File: src/core/rg1_regs.svh
// register offsets, field positions and fixed defaults of the regulator 1 control bank
`ifndef RG1_REGS_SVH
`define RG1_REGS_SVH

// register offsets on the control port
`define RG1_ADDR_CONTROL   8'hc8
`define RG1_ADDR_SEQUENCE  8'hc9
`define RG1_ADDR_LOWPOWER  8'hca
`define RG1_ADDR_STATUS    8'hd0
`define RG1_ADDR_MASK      8'hd1
`define RG1_ADDR_HIBERNATE 8'hd2
`define RG1_ADDR_STATE     8'hd3

// control register fields
`define RG1_SWITCH_MODE  14
`define RG1_FLOAT_SELECT 10
`define RG1_VOLT_CODE    4:0
// sequencing register fields
`define RG1_FAULT_ACTION 15:14
`define RG1_STARTUP_SLOT 13:10
`define RG1_SHUTDN_SLOT  9:6
// low power register fields
`define RG1_HIB_BEHAV    13:12
`define RG1_HIB_SOURCE   9:8
`define RG1_IMAGE_VOLT   4:0
// state register fields
`define RG1_ST_ENABLE    15
`define RG1_ST_DISCHARGE 14
`define RG1_ST_HIBERNATE 13
`define RG1_ST_CODE      4:0

// writable bits of the control, sequencing and low power registers
`define RG1_WMASK_CONTROL  16'h441f
`define RG1_WMASK_SEQUENCE 16'hffc0
`define RG1_WMASK_LOWPOWER 16'h331f

// fixed mask-programmed defaults
`define RG1_DEF_CONTROL  16'h001c
`define RG1_DEF_SEQUENCE 16'h0000
`define RG1_DEF_LOWPOWER 16'h001c

// slot codes
`define RG1_SLOT_NEVER  4'h0
`define RG1_SLOT_ACTIVE 4'hf
`define RG1_SLOT_OFF    4'hf

// fault actions
`define RG1_FAULT_IGNORE 2'h0
`define RG1_FAULT_REG_SD 2'h1

// hibernate behaviour and sources
`define RG1_HIB_DISABLE 2'h1
`define RG1_SRC_REGBIT  2'h0
`define RG1_SRC_LP_ONE  2'h1
`define RG1_SRC_LP_TWO  2'h2

// voltage mapping, millivolts
`define RG1_CODE_HIGH   5'h10
`define RG1_MV_LOW_BASE 12'h384
`define RG1_MV_LOW_STEP 12'h032
`define RG1_MV_HI_BASE  12'h708
`define RG1_MV_HI_STEP  12'h064

// interrupt status bits
`define RG1_EV_FAULT 0
`define RG1_EV_ON    1
`define RG1_EV_OFF   2
`define RG1_EV_WIDTH 3

`endif

File: src/core/rg1_pkg.sv
// types shared by the regulator 1 control bank
package rg1_pkg;

  // power state machine signals seen by the bank
  typedef struct packed {
    logic       slotStrobe;
    logic [3:0] slot;
    logic       powerUp;
    logic       enterActive;
    logic       enterOff;
    logic       resetFields;
  } rg1_psm_s;

  // regulator on/off state, one-hot
  typedef enum logic [1:0] {
    RG1_OFF = 2'b01,
    RG1_ON  = 2'b10
  } rg1_pwr_e;

  // whole state of the bank
  typedef struct packed {
    logic [15:0] regulator1Control;
    logic [15:0] regulator1Sequencing;
    logic [15:0] regulator1LowPower;
    logic        hibernateBit;
    logic [2:0]  status;
    logic [2:0]  mask;
    rg1_pwr_e    pwr;
    logic        enable;
    logic        discharge;
    logic        switchMode;
    logic [4:0]  voltCode;
    logic [11:0] millivolts;
    logic        sysShutdown;
    logic [15:0] rdata;
  } rg1_state_s;

endpackage

File: src/core/rg1_slot_ctl.sv
// start-up and shutdown slot matching against the power state machine
`include "rg1_regs.svh"

module rg1_slot_ctl (
  // sequencer
  input  rg1_pkg::rg1_psm_s psm,
  // configured slots
  input  wire logic [3:0]   startupSlot,
  input  wire logic [3:0]   shutdownSlot,
  // decisions
  output logic              turnOn,
  output logic              turnOff
);
  import rg1_pkg::*;

  logic slotUp;
  logic slotDown;
  logic sdOnOff;

  // slot counter matches, only in the direction of travel
  assign slotUp   = psm.slotStrobe && psm.powerUp && (psm.slot == startupSlot);
  assign slotDown = psm.slotStrobe && !psm.powerUp && (psm.slot == shutdownSlot);
  assign sdOnOff  = (shutdownSlot == `RG1_SLOT_NEVER) || (shutdownSlot == `RG1_SLOT_OFF);

  // start-up: never, slot 1..14, or on entering active
  always_comb begin
    turnOn = 1'b0;
    if (startupSlot == `RG1_SLOT_NEVER) begin
      turnOn = 1'b0;
    end else if (startupSlot == `RG1_SLOT_ACTIVE) begin
      turnOn = psm.enterActive;
    end else begin
      turnOn = slotUp;
    end
  end

  // shutdown: slot 1..14, or on entering off
  always_comb begin
    turnOff = 1'b0;
    if (sdOnOff) begin
      turnOff = psm.enterOff;
    end else begin
      turnOff = slotDown;
    end
  end

endmodule

File: src/core/rg1_vcode.sv
// effective voltage code selection and code-to-millivolt mapping
`include "rg1_regs.svh"

module rg1_vcode (
  // settings
  input  wire logic       hibActive,
  input  wire logic [1:0] hibBehaviour,
  input  wire logic [4:0] normalCode,
  input  wire logic [4:0] imageCode,
  // results
  output logic [4:0]      code,
  output logic            hibDisable,
  output logic [11:0]     millivolts
);

  logic [11:0] lowSteps;
  logic [11:0] highSteps;

  // hibernate picks the image code or disables the output
  always_comb begin
    hibDisable = hibActive && (hibBehaviour == `RG1_HIB_DISABLE);
    code       = normalCode;
    if (hibActive && !hibDisable) begin
      code = imageCode;
    end
  end

  // 50 mV steps below 1.8 V, 100 mV steps from there
  always_comb begin
    lowSteps  = 12'({7'h00, code} * `RG1_MV_LOW_STEP);
    highSteps = 12'({7'h00, code - `RG1_CODE_HIGH} * `RG1_MV_HI_STEP);
    if (code < `RG1_CODE_HIGH) begin
      millivolts = `RG1_MV_LOW_BASE + lowSteps;
    end else begin
      millivolts = `RG1_MV_HI_BASE + highSteps;
    end
  end

endmodule

File: src/core/rg1_control_regs.sv
// regulator 1 control and configuration bank with sequencing and fault handling
// Operation
// switch mode bit 14: 0 regulates voltage, 1 current-limited switch ignoring code
// when disabled, float select bit 10 at 0 discharges, 1 floats
// all four regulators disabled forces discharge regardless of float select
// five-bit voltage code: 0.9-1.65V in 50mV, 1.8-3.3V in 100mV
// fault action 15:14: ignore, regulator off, system off, 11 system off
// every fault raises the interrupt event, whatever the fault action
// startup slot 13:10: 0 never, 1-14 slot, 15 on entering active
// shutdown slot 9:6: 1-14 slot, 0 or 15 on entering off
// hibernate behaviour 13:12: 00 image settings, 01 disable output
// hibernate source 9:8: register bit, low power input one, two, three
// in hibernate with image selected the image code sets the voltage
// state machine reloads the fields from fixed mask defaults
// enable follows slot counter matches and active or off entry
`include "rg1_regs.svh"

module rg1_control_regs (
  // clock and reset
  input  wire logic         clk,
  input  wire logic         arst_n,
  // register port
  input  wire logic [7:0]   regAddr,
  input  wire logic [15:0]  regWdata,
  input  wire logic         regWr,
  input  wire logic         regRd,
  output logic [15:0]       regRdata,
  // power state machine
  input  rg1_pkg::rg1_psm_s psm,
  // other regulators and fault
  input  wire logic [2:0]   otherRegOn,
  input  wire logic         regFault,
  // low power inputs
  input  wire logic         low_power_input_one,
  input  wire logic         low_power_input_two,
  input  wire logic         low_power_input_three,
  // regulator drive
  output logic              regEnable,
  output logic              regSwitchMode,
  output logic              regDischarge,
  output logic [4:0]        regVoltCode,
  output logic [11:0]       regMillivolts,
  // system
  output logic              sysShutdownReq,
  output logic              irq
);
  import rg1_pkg::*;

  rg1_state_s state;
  rg1_state_s next_state;

  logic        turnOn;
  logic        turnOff;
  logic        hibActive;
  logic        hibDisable;
  logic [4:0]  effCode;
  logic [11:0] effMv;
  logic [1:0]  faultAction;
  logic        faultRegOff;
  logic        faultSysOff;
  logic        outOn;
  logic        allOff;
  logic [2:0]  events;
  logic [15:0] stateWord;
  logic        switchSel;
  logic        floatSel;
  logic [4:0]  normalCode;
  logic [3:0]  startupSlot;
  logic [3:0]  shutdownSlot;
  logic [1:0]  hibBehaviour;
  logic [1:0]  hibSource;
  logic [4:0]  imageCode;
  logic        wrControl;
  logic        wrSequence;
  logic        wrLowPower;
  logic        wrStatus;
  logic        wrMask;
  logic        wrHibernate;
  logic [2:0]  statusClr;
  logic [2:0]  irqBit;
  logic        next_enable;
  logic        next_switchMode;
  logic        next_discharge;
  logic [4:0]  next_voltCode;
  logic [11:0] next_millivolts;
  logic [15:0] readWord;

  // field views of the configuration registers
  always_comb begin
    switchSel    = state.regulator1Control[`RG1_SWITCH_MODE];
    floatSel     = state.regulator1Control[`RG1_FLOAT_SELECT];
    normalCode   = state.regulator1Control[`RG1_VOLT_CODE];
    startupSlot  = state.regulator1Sequencing[`RG1_STARTUP_SLOT];
    shutdownSlot = state.regulator1Sequencing[`RG1_SHUTDN_SLOT];
    hibBehaviour = state.regulator1LowPower[`RG1_HIB_BEHAV];
    hibSource    = state.regulator1LowPower[`RG1_HIB_SOURCE];
    imageCode    = state.regulator1LowPower[`RG1_IMAGE_VOLT];
  end

  // write strobes per register, other addresses decode to nothing
  always_comb begin
    wrControl   = regWr && (regAddr == `RG1_ADDR_CONTROL);
    wrSequence  = regWr && (regAddr == `RG1_ADDR_SEQUENCE);
    wrLowPower  = regWr && (regAddr == `RG1_ADDR_LOWPOWER);
    wrStatus    = regWr && (regAddr == `RG1_ADDR_STATUS);
    wrMask      = regWr && (regAddr == `RG1_ADDR_MASK);
    wrHibernate = regWr && (regAddr == `RG1_ADDR_HIBERNATE);
    statusClr   = wrStatus ? regWdata[`RG1_EV_WIDTH-1:0] : 3'h0;
  end

  // slot matching against the sequencer
  rg1_slot_ctl u_slot (
    .psm          (psm),
    .startupSlot  (startupSlot),
    .shutdownSlot (shutdownSlot),
    .turnOn       (turnOn),
    .turnOff      (turnOff)
  );

  // voltage selection and mapping
  rg1_vcode u_vcode (
    .hibActive    (hibActive),
    .hibBehaviour (hibBehaviour),
    .normalCode   (normalCode),
    .imageCode    (imageCode),
    .code         (effCode),
    .hibDisable   (hibDisable),
    .millivolts   (effMv)
  );

  // hibernate trigger source select
  always_comb begin
    case (hibSource)
      `RG1_SRC_REGBIT: hibActive = state.hibernateBit;
      `RG1_SRC_LP_ONE: hibActive = low_power_input_one;
      `RG1_SRC_LP_TWO: hibActive = low_power_input_two;
      default:         hibActive = low_power_input_three;
    endcase
  end

  // fault response decode
  always_comb begin
    faultAction = state.regulator1Sequencing[`RG1_FAULT_ACTION];
    faultRegOff = regFault && (faultAction == `RG1_FAULT_REG_SD);
    faultSysOff = regFault && (faultAction != `RG1_FAULT_IGNORE)
                  && (faultAction != `RG1_FAULT_REG_SD);
  end

  // output drive derived from the current state
  always_comb begin
    outOn  = (state.pwr == RG1_ON) && !hibDisable;
    allOff = !outOn && (otherRegOn == 3'h0);
  end

  // status word for readback
  always_comb begin
    stateWord                    = 16'h0000;
    stateWord[`RG1_ST_ENABLE]    = state.enable;
    stateWord[`RG1_ST_DISCHARGE] = state.discharge;
    stateWord[`RG1_ST_HIBERNATE] = hibActive;
    stateWord[`RG1_ST_CODE]      = state.voltCode;
  end

  // regulator drive, registered one cycle behind the state
  always_comb begin
    next_enable     = outOn;
    next_switchMode = switchSel;
    next_discharge  = !outOn && (!floatSel || allOff);
    next_voltCode   = effCode;
    next_millivolts = effMv;
    if (switchSel) begin
      next_voltCode   = 5'h00;
      next_millivolts = 12'h000;
    end
  end

  // read multiplexer, unmapped addresses read zero
  always_comb begin
    case (regAddr)
      `RG1_ADDR_CONTROL:   readWord = state.regulator1Control;
      `RG1_ADDR_SEQUENCE:  readWord = state.regulator1Sequencing;
      `RG1_ADDR_LOWPOWER:  readWord = state.regulator1LowPower;
      `RG1_ADDR_HIBERNATE: readWord = {15'h0000, state.hibernateBit};
      `RG1_ADDR_STATUS:    readWord = {13'h0000, state.status};
      `RG1_ADDR_MASK:      readWord = {13'h0000, state.mask};
      `RG1_ADDR_STATE:     readWord = stateWord;
      default:             readWord = 16'h0000;
    endcase
  end

  // next state
  always_comb begin
    next_state = state;
    events     = 3'h0;

    // register writes, reserved bits kept at zero
    if (wrControl) begin
      next_state.regulator1Control = regWdata & `RG1_WMASK_CONTROL;
    end
    if (wrSequence) begin
      next_state.regulator1Sequencing = regWdata & `RG1_WMASK_SEQUENCE;
    end
    if (wrLowPower) begin
      next_state.regulator1LowPower = regWdata & `RG1_WMASK_LOWPOWER;
    end
    if (wrHibernate) begin
      next_state.hibernateBit = regWdata[0];
    end
    if (wrMask) begin
      next_state.mask = regWdata[`RG1_EV_WIDTH-1:0];
    end
    next_state.status = state.status & ~statusClr;

    // sequencer reload of the fixed defaults wins over software
    if (psm.resetFields) begin
      next_state.regulator1Control    = `RG1_DEF_CONTROL;
      next_state.regulator1Sequencing = `RG1_DEF_SEQUENCE;
      next_state.regulator1LowPower   = `RG1_DEF_LOWPOWER;
    end

    // enable sequencing, a regulator fault shutdown wins
    if (faultRegOff && state.pwr == RG1_ON) begin
      next_state.pwr = RG1_OFF;
      events[`RG1_EV_OFF] = 1'b1;
    end else begin
      case (state.pwr)
        RG1_OFF: begin
          if (turnOn && !faultRegOff) begin
            next_state.pwr = RG1_ON;
            events[`RG1_EV_ON] = 1'b1;
          end
        end
        RG1_ON: begin
          if (turnOff) begin
            next_state.pwr = RG1_OFF;
            events[`RG1_EV_OFF] = 1'b1;
          end
        end
        default: begin
          next_state.pwr = RG1_OFF;
        end
      endcase
    end

    // every fault is an interrupt event
    events[`RG1_EV_FAULT] = regFault;

    // sticky status, a new event wins over the clear
    next_state.status = next_state.status | events;

    // system shutdown request, registered one cycle after the fault and held while the fault lasts
    next_state.sysShutdown = faultSysOff;

    // registered regulator drive
    next_state.enable     = next_enable;
    next_state.switchMode = next_switchMode;
    next_state.discharge  = next_discharge;
    next_state.voltCode   = next_voltCode;
    next_state.millivolts = next_millivolts;

    // read data, one cycle after the strobe, zero when unmapped
    next_state.rdata = 16'h0000;
    if (regRd) begin
      next_state.rdata = readWord;
    end
  end

  // state register
  always_ff @(posedge clk or negedge arst_n) begin
    if (!arst_n) begin
      state.regulator1Control    <= `RG1_DEF_CONTROL;
      state.regulator1Sequencing <= `RG1_DEF_SEQUENCE;
      state.regulator1LowPower   <= `RG1_DEF_LOWPOWER;
      state.hibernateBit         <= 1'b0;
      state.status               <= 3'h0;
      state.mask                 <= 3'h0;
      state.pwr                  <= RG1_OFF;
      state.enable               <= 1'b0;
      state.discharge            <= 1'b1;
      state.switchMode           <= 1'b0;
      state.voltCode             <= 5'h00;
      state.millivolts           <= 12'h000;
      state.sysShutdown          <= 1'b0;
      state.rdata                <= 16'h0000;
    end else begin
      state <= next_state;
    end
  end

  // interrupt contribution of each event bit
  for (genvar g = 0; g < `RG1_EV_WIDTH; g++) begin : g_irq
    assign irqBit[g] = state.status[g] && state.mask[g];
  end

  // outputs
  assign regRdata       = state.rdata;
  assign regEnable      = state.enable;
  assign regSwitchMode  = state.switchMode;
  assign regDischarge   = state.discharge;
  assign regVoltCode    = state.voltCode;
  assign regMillivolts  = state.millivolts;
  assign sysShutdownReq = state.sysShutdown;
  assign irq            = |irqBit;

endmodule

File: config.mk
export PLATFORM = sky130hd
export DESIGN_NAME = rg1_control_regs
export DESIGN_NICKNAME = d
export VERILOG_FILES = /design/src/core/rg1_pkg.sv /design/src/core/rg1_slot_ctl.sv /design/src/core/rg1_vcode.sv /design/src/core/rg1_control_regs.sv
export VERILOG_INCLUDE_DIRS = /design/src /design/src/core
export SDC_FILE = /design/constraint.sdc
export NUM_CORES = 1
export LEC_CHECK = 0
export BUFFER_PORTS_ARGS = -buffer_cell sky130_fd_sc_hd__buf_2
export CAP_MARGIN = 25
export CORE_MARGIN = 2
export CORE_UTILIZATION = 37
export DETAILED_ROUTE_END_ITERATION = 16
export GPL_TIMING_DRIVEN = 1
export PLACE_DENSITY = 0.57
export SYNTH_ARGS = -nofsm -noshare
export SYNTH_HDL_FRONTEND = slang
export SYNTH_SLANG_ARGS = --single-unit
File: constraint.sdc
create_clock -name clk -period 8.85 [get_ports clk]
set_input_delay 1.3275 -clock clk [delete_from_list [all_inputs] [get_ports clk]]
set_output_delay 1.3275 -clock clk [all_outputs]
set_load 0.1 [all_outputs]
## After elaboration in Yosys (flattened, before gate mapping)

Cells that the tools add are included.

| storage, ports and cells | value |
|---|---|
| bits in registers | 94 |
| bits in latches | 0 |
| memory bits (writable) | 0 |
| ROM bits | 0 |
| input bits | 44 |
| output and inout port bits | 38 |
| logic and storage cells | 108 |
| memories | 0 |

| cells by class | value |
|---|---|
| add/sub/neg operators | 3 |
| $mul | 2 |
| divide/modulo/power cells | 0 |
| order comparisons | 1 |
| eq/ne operators | 20 |
| shifts and indexed selects | 0 |
| mux-type cells | 25 |
| bitwise logic cells | 3 |
| reduce and logical (&&, ||, !) cells | 40 |

Operators by type and width:

| operator | number |
|---|---|
| one-hot mux 16 bit (7 select lines) | 1 |
| two-way mux 16 bit | 4 |
| equality test 8 bit, second input constant | 7 |
| two-way mux 48 bit | 1 |
| two-way mux 12 bit | 2 |
| logical AND 1 bit | 23 |
| multiplier 5 x 5 -> 10 bit, second input constant | 2 |
| adder 10 x 11 -> 12 bit, first input constant | 1 |
| adder 11 x 12 -> 12 bit, first input constant | 1 |
| two-way mux 5 bit | 2 |
| two-way mux 1 bit | 9 |
| equality test 2 x 1 -> 1 bit, second input constant | 4 |
| equality test 4 bit | 2 |
| equality test 4 bit, second input constant | 2 |
| zero test 4 bit | 2 |
| nonzero test 2 bit | 4 |
| two-way mux 2 bit | 3 |
| zero test 1 bit | 5 |
| less-than comparator 5 bit, second input constant | 1 |
| subtractor 5 bit, second input constant | 1 |
| equality test 2 bit, second input constant | 2 |
| one-hot mux 2 bit (2 select lines) | 1 |
| bitwise AND 3 bit | 1 |
| zero test 3 bit | 1 |
| 11 further kinds | 12 |

## Logic depth before layout (Yosys ltp)

Gate-level depths: netlist of the first run.

| logic depth | value |
|---|---|
| depth in word-level cells | 11 |
| depth in mapped cells | 20 |
| mapped depth without buffers | 18 |

## Cells and area by module

From an unflattened synthesis of the first run, not the netlist that was laid out.

| unflattened totals | value |
|---|---|
| cells, all modules | 491 |
| area, all modules | 4827.1 um^2 |

Modules (own cells, without submodules):

| module | instances | cells an instance | area each (um^2) |
|---|---|---|---|
| rg1_control_regs | 1 | 285 | 3235.6 |
| rg1_vcode | 1 | 184 | 1435.1 |
| rg1_slot_ctl | 1 | 22 | 156.4 |

## Worst setup path after synthesis of the first run

OpenSTA, ideal clock, no wires.

| path | value |
|---|---|
| path type | input to register |
| start point | in low_power_input_two |
| end point | reg state, in the netlist regMillivolts[11] |
| library setup time | 0.122 ns |
| arrival time | 5.347 ns |
| data required time | 8.728 ns |
| slack | 3.381 ns |
| stages | 19 |
| cells stage by stage | mux2_4 and3_4 buf_6 nor2_2 mux2_2 inv_1 buf_1 ha_1 inv_1 ha_1 inv_1 ha_1 clkbuf_1 nand2b_1 o32ai_1 a31oi_1 xnor2_1 or3_1 a32o_1 |

| between the ends | value |
|---|---|
| cells in the longest elaborated chain, start to end | 10 |
| elaborated cells between the ends (all ways) | 13 |

Ends and longest elaborated chain:

| item | line | RTL |
|---|---|---|
| start, declared | rg1_control_regs.sv:35 | `input wire logic low_power_input_two,` |
| one-hot mux 1 bit (3 select lines) * | rg1_control_regs.sv:133 | `case (hibSource)` |
| logical AND 1 bit | rg1_vcode.sv:21 | `` hibDisable = hibActive && (hibBehaviour == `RG1_HIB_DISABLE); `` |
| zero test 1 bit | rg1_vcode.sv:23 | `if (hibActive && !hibDisable) begin` |
| logical AND 1 bit * | rg1_vcode.sv:23 |  |
| two-way mux 5 bit * | rg1_vcode.sv:23 |  |
| subtractor 5 bit (no line) | -- |  |
| multiplier 5 x 5 -> 10 bit (no line) | -- |  |
| adder 11 x 12 -> 12 bit (no line) | -- |  |
| two-way mux 12 bit * | rg1_vcode.sv:32 | `` if (code < `RG1_CODE_HIGH) begin `` |
| two-way mux 12 bit * | rg1_control_regs.sv:171 | `if (switchSel) begin` |
| via next_millivolts[11] | rg1_control_regs.sv:85 | `logic [11:0] next_millivolts;` |
| end signal, assigned | rg1_control_regs.sv:286 | `state <= next_state;` |
| end, declared | rg1_control_regs.sv:49 | `rg1_state_s state;` |

The timed path passes the listed nets; every way through them passes the cells marked *.
A chain may end at the register's enable or synchronous reset.

## Worst setup path after layout of the first run

| path | value |
|---|---|
| start point | in low_power_input_two |
| end point | reg state, in the netlist regMillivolts[10] |

Same word-level chain as after synthesis.

==> results of run 1 <==
[how the worst max path moves through the flow]
stage	cells after the start	start	endpoint
finish	16	low_power_input_two	regMillivolts[10]$_DFF_PN0_
detailed placement	16	low_power_input_two	regMillivolts[10]$_DFF_PN0_
global placement	16	low_power_input_two	regMillivolts[10]$_DFF_PN0_
floorplan	19	low_power_input_two	regMillivolts[11]$_DFF_PN0_
CTS	16	low_power_input_two	regMillivolts[10]$_DFF_PN0_
global route	16	low_power_input_two	regMillivolts[10]$_DFF_PN0_
[state kept, by name (all words and copies together) (netlist names), 2 cells and up]
| signal | cells |
|---|---|
| faultAction | 2 |
| regMillivolts | 11 |
| startupSlot | 4 |
| imageCode | 5 |
| regRdata | 15 |
| hibSource | 2 |
| shutdownSlot | 4 |
| hibBehaviour | 2 |
| regVoltCode | 5 |
| normalCode | 5 |
| state | 9 |
[metrics by stage]
| step | power [mW] | worst slack [ns] |
|---|---|---|
| after floorplan | 0.356 | 3.38 |
| after global placement | 0.378 | 3.08 |
| after detailed placement | 0.378 | 3.03 |
| after CTS | 0.765 | 3.38 |
| after global routing | 0.782 | 3.13 |
| final | 0.759 | 3.37 |
[cell type report]
cell class | count | area [µm²] | area share (%)
inverter | 16 | 60.1 | 1.14
tap | 172 | 215 | 4.07
sequential | 70 | 1760 | 33.3
multi-input combinational | 386 | 2520 | 47.6
clock inverter | 6 | 87.6 | 1.66
clock buffer | 10 | 229 | 4.33
timing repair buffer | 82 | 420 | 7.95
[synthesized netlist by cell type (13+ instances only)]
| cell type | instances |
|---|---|
| nand3_1 | 30 |
| nor2_1 | 38 |
| dfrtp_1 | 62 |
| nand2_1 | 67 |
| a21oi_1 | 36 |
| ha_1 | 20 |
| inv_1 | 16 |
| buf_4 | 33 |
| clkbuf_1 | 14 |
| a22oi_1 | 13 |
| xnor2_1 | 18 |
| xor2_1 | 14 |
[critical path: cells and delay by family]
family                   cells  cell delay, ns
AO/OA/AOI/OAI                4            1.01
XOR/XNOR                     1            0.20
adder cells (fa/ha/maj)      4            1.24
buffers and inverters        2            0.54
multiplexers                 2            0.77
AND/OR/NAND/NOR              3            0.65
[metal layers]
layer	GRT usage (%)	share of wire, %
met5	0	0
met2	30.1	48
met3	3.01	4.1
met4	6.35	1.6
met1	24.4	47
[kinds of logic after synthesis]
family                   synth area share (%)
AO/OA/AOI/OAI                            16.2
buffers and inverters                    8.59
XOR/XNOR                                 6.47
multiplexers                             3.10
AND/OR/NAND/NOR                          22.6
adder cells (fa/ha/maj)                  5.35
flip-flops                               37.7
other                                  0.0802
[power by group]
part | internal (mW) | switching [mW]
clock network | 0.247 | 0.140
logic | 0.0144 | 0.0338
registers | 0.322 | 0.00167
total | 0.583 | 0.175
==> results.md, run 1 <==
* Vias per cell at around 5.3
* Worst-margin pin slew at 0.888 ns
* Largest net degree at the start of global routing at 71
* Top-area cell type share of the netlist area at 33.2%
* Worst hold stages at 1
* Clock Pin Slew Worst Setup and Hold Paths at 0.06 ns
* Status: finished, final reports clean
* Power Density at 143 nW/µm²
* RR Endpoint: regMillivolts[10]$_DFF_PN0_
* Post-route ant nets at 0
* Max-Cap Viols at 0
* Die height at 116 µm
* Worst stage delay on the critical path at just under 0.5 ns
* # IOs at 82
* Share of cells above drive strength 1 at 23.2%
* Most frequent cells in the layout: 78 x buf_2, 67 x nand2_1, 62 x dfrtp_1
* Mapped Cells at about 530
* Area Growth Syn to Fin at 13.1%
* Final setup violation count at 0
* Core Region at 12,500 µm²
* Post-CTS Repair Setup Buffers at 0
* DRC at 0
* Fin crit share at between 60% and 70%
* Fmax at between 150 and 200 MHz
* Rel. slew slack at between 40 and 50%
* Final WL at 11,800 µm
* Chip Width at 116 µm
* Die Area at roughly 14,000 µm²
* Via count at 3,921
* CP Class: primary input to flop
* CTS tree: done
* Asr flop ratio synth at 100%
* Crit-path cells: buf_2 > mux2_4 > and3_4 > nor2_2 > mux2_2 > inv_1 > ha_1 > ha_1 > ha_1 > ha_1 > o221ai_1 > o221ai_1 > a211oi_1 > xnor2_1 > a2111oi_2 > nand3b_1
* Reg2reg setup slack at slightly below 4 ns
* Nets at 629
* Non-Filler Instances at 742
* Clock latency on the worst-skew pair at 0.33 ns
* Vias in the first global route at 3,749
* Post-synthesis cell area at 4680 µm²
* Most common cell after layout, fill and taps aside: buf_2
* RSZ-0062 raised after global routing: false
* Drt pass-1 iters at 4
* Worst r2r src: hibSource[0]$_DFFE_PN0P_
* Synthesized area per cell at 8.89 µm²
* Post-detail-place hpwl at 8950 µm
* Worst-case hold slack at 0.451 ns
* Post-synth EDFFs at 0
* Crit. End Element: flop
* Crit start category: primary input
* Peak VDD IR at between 0.07 and 0.08 mV
* Clk root buf: clkbuf_16
* Number of antenna diodes at 0
* Gr ovfl total at 0
* IO Port Bufs at 78
* Fin area at 5290 µm²
* Finished Core Util at 42.4%
* Main area contributors after synthesis: dfrtp_1 33%, nand2_1 5.4%, ha_1 5.4%, buf_4 5.3%, dfstp_2 4.5%
* First-pass GRT wire length at 19,100 µm
* Worst path most repeated cell: ha_1
* Starting Density at between 30% and 40%
* Synth area leader: dfrtp_1
* Cell variety after synth at 69
* Synth Flop Type: dfrtp_1
* WP data required at between 9 and 10 ns
* Iteration-0 DRC Markers at 290
* Ys Warns at 0
* Crit-path slowest cell: mux2_2
* Row cnt at 41
* Final hold viol count at 0
* Dpl cells at around 730
* WP data arrival at 5.75 ns
* Flops & latches, synth at 70
* Leakage at 2.33 nW
* GP Congestion at 0.903
* CTS H-tree lvls at 3
* Slew Limit Fails at 0
* Initial antenna violation count at 0
* Crit path max fanout at 17
* Clock Path Buffers at 2
* GRT Overall Usage at 18.3%
* DP Area at 4970 µm²
* Register area share after synthesis at a little under two fifths
* Hold Crit Class: flop to flop
* CTS hold repair buffers at 0
* Clock tree sinks at 70
* Fill cells at 1,245
* Wire per inst at 16.0 µm
* Min-delay src: floatSel$_DFFE_PN0P_
* TNS Setup at 0 ns
* Reg2reg path depth at 15
* Cts bufs inserted at 9
* CTS resizes at 0
* Clock skew at 0.00681 ns
* Hold Path End: regDischarge$_DFF_PN1_
* Tmin final at 5.48 ns
Power figures use the tool's default switching activity.
==> run 2: changes to the inputs <==
clock period = 5.2 ns   (was 8.85 ns; I/O delays follow)
==> results.md, run 2 (synthesized netlist as in run 1, its figures left out) <==
* First-pass GRT wire length at 19,300 µm
* Max reg flops at 15
* CTS tree: done
* Vias per cell at roughly 5.3
* Area Growth Syn to Fin at 13.6%
* GP Congestion at 0.878
* Clock Pin Slew Worst Setup and Hold Paths at approximately 0.060 ns
* Cts bufs inserted at 9
* Dpl cells at 733
* Final WL at 11,900 µm
* Power Density at around 230 nW/µm²
* Clock latency on the worst-skew pair at between 0.3 and 0.4 ns
* WP data arrival at 4.96 ns
* Post-CTS Repair Setup Buffers at 0
* Post-route ant nets at 0
* Vias in the first global route at about 3,800
* Via count at 3,933
* CTS resizes at 0
* Worst r2r src: hibSource[0]$_DFFE_PN0P_
* Share of cells above drive strength 1 at ~24%
* IO Port Bufs at a little under 80
* Crit path max fanout at 6
* Row cnt at a little over 40
* Finished Core Util at 42.6%
* Largest net degree at the start of global routing at 71
* Final hold viol count at 0
* RSZ-0062 raised after global routing: false
* Chip Width at 116 µm
* Non-Filler Instances at ~750
* Iteration-0 DRC Markers at about 300
* Combinational cell fraction of total power at 6.8%
* Die height at 116 µm
* Worst hold stages at 1
* Hold Path End: regDischarge$_DFF_PN1_
* P_sw at 0.292 mW
* RR Endpoint: regMillivolts[11]$_DFF_PN0_
* Clk root buf: clkbuf_16
* Fill cells at around 1,300
* Starting Density at 37.5%
* Wire per inst at 15.9 µm
* Crit start category: primary input
* Crit. End Element: flop
* Peak VDD IR at around 0.15 mV
* Fmax at 211 MHz
* Clk pwr share at 47.8%
* DP Area at 5030 µm²
* Nets at 636
* Worst-margin pin slew at about 0.94 ns
* WP data required at 5.42 ns
* Most common cell after layout, fill and taps aside: buf_2
* Core Region at ~12,000 µm²
* CTS hold repair buffers at 0
* Clock skew at 0.00471 ns
* Tmin final at 4.73 ns
* Drt pass-1 iters at 4
* Most frequent cells in the layout: 78 x buf_2, 67 x nand2_1, 62 x dfrtp_1
* Rel. slew slack at 35.7%
* Reg2reg path depth at 16
* Clock tree sinks at 70
* Min-delay src: floatSel$_DFFE_PN0P_
* Number of antenna diodes at 0
* DRC at 0
* Internal at 0.922 mW
* Reg2reg setup slack at 0.49 ns
* Sw Share at 24.1%
* CP Class: primary input to flop
* Clock Path Buffers at 2
* Fin area at 5310 µm²
* Post-detail-place hpwl at between 9000 and 10,000 µm
* Gr ovfl total at 0
* Initial antenna violation count at 0
* Final setup violation count at 0
* Slew Limit Fails at 0
* Max-Cap Viols at 0
* CTS H-tree lvls at 3
* Hold Crit Class: flop to flop
* Fin crit share at between 90% and 100%
* GRT Overall Usage at 18.3%
* Die Area at roughly 14,000 µm²
* Leakage at 2.35 nW
* # IOs at between 80 and 90
* Status: finished, final reports clean
* Reg power frac at 45.4%
* TNS Setup at 0 ns
==> run 2: changes by cell type in the layout (fill, tap and decap cells not counted), sizes merged <==
cell,delta
buf,+7
clkbuf,+1
bufinv,-2
inv,+1
==> run 2: stage by stage <==
stage          setup WS [ns]  hold slack [ns]  total power, mW
2_1_floorplan          0.279            0.352            0.606
3_3_place_gp           0.308            0.433            0.643
3_5_place_dp           0.205            0.433            0.645
4_1_cts                0.548            0.444             1.23
5_1_grt                0.225            0.455             1.26
6_report               0.466            0.441             1.21
==> run 2: worst max path at each step <==
stage	start	to	cells past startpoint
6_report	low_power_input_two	regMillivolts[11]$_DFF_PN0_	17
5_1_grt	hibSource[0]$_DFFE_PN0P_	regMillivolts[11]$_DFF_PN0_	18
4_1_cts	low_power_input_two	regMillivolts[11]$_DFF_PN0_	18
3_5_place_dp	low_power_input_two	regMillivolts[11]$_DFF_PN0_	18
3_3_place_gp	low_power_input_two	regMillivolts[11]$_DFF_PN0_	18
2_1_floorplan	low_power_input_two	regMillivolts[11]$_DFF_PN0_	19
==> run 2: routing by layer <==
layer	vias to the layer above	GRT usage (%)	routed length, µm
li1	1930	-	-
met1	1893	24.4	5530
met2	97	30.5	5690
met3	13	3.27	522
met4	0	5.63	185
met5	-	0	0
==> run 2: cell type report <==
type / count / area, µm² / area share, %
clock buffer: 11 / 253 / 4.76
tap: 172 / 215 / 4.05
sequential: 70 / 1760 / 33.2
multi-input combinational: 386 / 2520 / 47.4
clock inverter: 5 / 32.5 / 0.612
timing repair buffer: 89 / 473 / 8.90
inverter: 16 / 60.1 / 1.13
==> run 2: power by group through the flow <==
| stage | Clock (mW) | Combinational (mW) | Sequential (mW) |
|---|---|---|---|
| after floorplan | 0 | 0.0454 | 0.560 |
| after detailed placement | 0 | 0.0838 | 0.561 |
| after global placement | 0 | 0.0826 | 0.561 |
| after CTS | 0.592 | 0.0840 | 0.551 |
| final | 0.580 | 0.0826 | 0.551 |
| after global routing | 0.618 | 0.0915 | 0.551 |
==> run 2: worst max-delay path: stages <==
cell and delay [ns]:
buf_2 0.10, mux2_4 0.29, and3_4 0.20, nor2_2 0.19, mux2i_1 0.40, inv_1 0.16, ha_1 0.33, ha_1 0.31
inv_1 0.06, ha_1 0.19, ha_1 0.16, a21oi_1 0.08, a2111oi_0 0.83, o21ai_1 0.23, a211oi_1 0.30, xor2_1 0.13
a32o_1 0.22
==> run 3: changes to the inputs <==
PLACE_DENSITY = 0.56   (was 0.57)
SYNTH_HIERARCHICAL = 1   (was default)
==> results.md, run 3 <==
* Crit. End Element: flop
* Clock skew at 0.00780 ns
* Vias in the first global route at 3,749
* Power Density at approximately 230 nW/µm²
* Nets at 606
* Post-route ant nets at 0
* Main area contributors after synthesis: dfrtp_1 33%, buf_4 5.6%, mux2i_1 5.6%, ha_1 5.4%, dfstp_2 4.4%
* Row cnt at slightly above 40
* Fin crit share at 88.0%
* Clk root buf: clkbuf_16
* Post-synth EDFFs at 0
* Asr flop ratio synth at between 90% and 100%
* Dpl cells at 700
* CTS tree: done
* Core Region at 12,700 µm²
* IO Port Bufs at between 70 and 80
* Die Area at 14,000 µm²
* Post-Place Setup Slack at 0.337 ns
* Share of cells above drive strength 1 at 28.7%
* TNS Setup at 0 ns
* Most frequent cells in the layout: 78 x buf_2, 63 x dfrtp_1, 51 x nor2_1
* # IOs at 82
* Register area share after synthesis at 37.0%
* GP Congestion at ~0.85
* Wire per inst at between 15 and 20 µm
* Leakage at about 2.5 nW
* Hold Crit Class: flop to flop
* Top-area cell type share of the netlist area at 32.7%
* CTS hold repair buffers at 0
* Cell variety after synth at 77
* Clock tree sinks at 71
* Die height at roughly 120 µm
* Number of antenna diodes at 0
* Post-synthesis cell area at 4830 µm²
* Clock Pin Slew Worst Setup and Hold Paths at roughly 0.060 ns
* Tmin final at 4.58 ns
* Clock latency on the worst-skew pair at 0.33 ns
* Area Growth Syn to Fin at 13.1%
* Max-Cap Viols at 0
* Via count at 3,754
* Largest net degree at the start of global routing at about 70
* Crit path max fanout at 7
* Status: finished, final reports clean
* First-pass GRT wire length at between 15,000 and 20,000 µm
* Mapped Cells at 491
* Synthesized area per cell at approximately 9.8 µm²
* CTS resizes at 0
* Vias per cell at 5.24
* Drt pass-1 iters at 7
* WP data arrival at 4.76 ns
* CP Class: primary input to flop
* Iteration-0 DRC Markers at 378
* Non-Filler Instances at 716
* Post-synth top cells: 63 x dfrtp_1, 51 x nor2_1, 36 x buf_4, 28 x nand2_1, 27 x mux2i_1
* Rel. slew slack at 40.2%
* Worst-case hold slack at between 0.4 and 0.5 ns
* Peak VDD IR at 0.173 mV
* Most common cell after layout, fill and taps aside: buf_2
* Crit start category: primary input
* GRT Overall Usage at 17.1%
* Fmax at 219 MHz
* Chip Width at ~120 µm
* Flops & latches, synth at 71
* Final hold viol count at 0
* DRC at 0
* Slew Limit Fails at 0
* Synth Flop Type: dfrtp_1
* Finished Core Util at 43.1%
* Top-count cell post-synth: dfrtp_1
* Gr ovfl total at 0
* Initial antenna violation count at 0
* Post-detail-place hpwl at 8720 µm
* Final WL at 11,700 µm
* RSZ-0062 raised after global routing: false
* Final setup violation count at 0
* Max reg flops at 15
* Clock Path Buffers at 2
* Starting Density at 38.1%
* Worst-margin pin slew at 0.897 ns
* Ys Warns at 6
* CTS H-tree lvls at 3
* Synth area leader: dfrtp_1
* Cts bufs inserted at 9
* WP data required at about 5.4 ns
* Post-CTS Repair Setup Buffers at 0
* Syn Nets at 558
* Final WS setup at about 0.62 ns
==> run 3: cell count changes after synthesis, moves of 5 or more <==
cell and delta:
mux2i_1 +23, nand2_1 -39, nand3b_1 -5, a21oi_1 -25, nor2b_1 +18, clkbuf_1 -6
nand3_1 -23, a211oi_1 -8, nor2_1 +13, mux2_2 +9
==> run 3: path summary, 6_finish.rpt <==
kind | from | end | slack, ns | cells after the start
worst max-delay path | low_power_input_three | regMillivolts[8]$_DFF_PN0_ | 0.62 | 17
worst min-delay path | floatSel$_DFFE_PN0P_ | regDischarge$_DFF_PN1_ | 0.47 | 1
worst max register to register | hibSource[0]$_DFFE_PN0P_ | regMillivolts[8]$_DFF_PN0_ | 0.74 | 16
worst min register to register | floatSel$_DFFE_PN0P_ | regDischarge$_DFF_PN1_ | 0.47 | 1
max in group asynchronous | arst_n | regMillivolts[8]$_DFF_PN0_ | 4.04 | 1
min in group asynchronous | arst_n | startupSlot[2]$_DFFE_PN0P_ | 0.58 | 1
==> run 3: cell type report <==
type                       instances  area, µm²
clock buffer                      10        229
clock inverter                     6       68.8
fill                            1258       7210
inverter                          17       63.8
multi-input combinational        353       2640
sequential                        71       1790
tap                              172        215
timing repair buffer              87        458
==> run 3: kinds of logic after synthesis <==
| family | after synthesis | share of synthesized area (%) |
|---|---|---|
| and+or+nand+nor | 173 | 19.7 |
| AOI/OAI and AO/OA | 83 | 13.2 |
| DFF | 71 | 37.0 |
| buffers and inverters | 67 | 8.37 |
| muxes | 45 | 10.0 |
| xor gates and xnor gates | 27 | 5.21 |
| adders and majority gates | 23 | 6.27 |
| other | 2 | 0.156 |
==> run 3: report_power, final <==
part | internal [mW] | total [mW] | switching, mW
Clock | 0.374 | 0.617 | 0.243
Combinational | 0.0289 | 0.0914 | 0.0625
Sequential | 0.556 | 0.558 | 0.00217
Total | 0.959 | 1.27 | 0.308
==> run 3: worst max-delay path, stage by stage <==
cell and delay, ns:
buf_2 0.11, mux4_2 0.49, nand2_2 0.19, mux2_2 0.43
ha_1 0.31, ha_1 0.31, ha_1 0.20, inv_1 0.07
fa_1 0.56, and4b_1 0.27, nor3_1 0.18, a21oi_1 0.05
or2_2 0.27, o211ai_1 0.10, xor2_1 0.22, o21ai_0 0.09
nor2b_1 0.12
==> run 3: layer usage <==
layer  part of all wire (%)  wire length, µm  global-route usage, %
met1                     47             5520                   24.2
met2                     45             5270                   26.6
met3                    6.3              733                   3.52
met4                    1.6              184                   4.74
met5                      0                0                      0
==> run 3: through the flow <==
step	instance area (µm²)	power, mW
global route	5460	1.31
detailed placement	5160	0.660
global placement	5160	0.659
floorplan	4830	0.619
finish	5460	1.27
CTS	5460	1.28
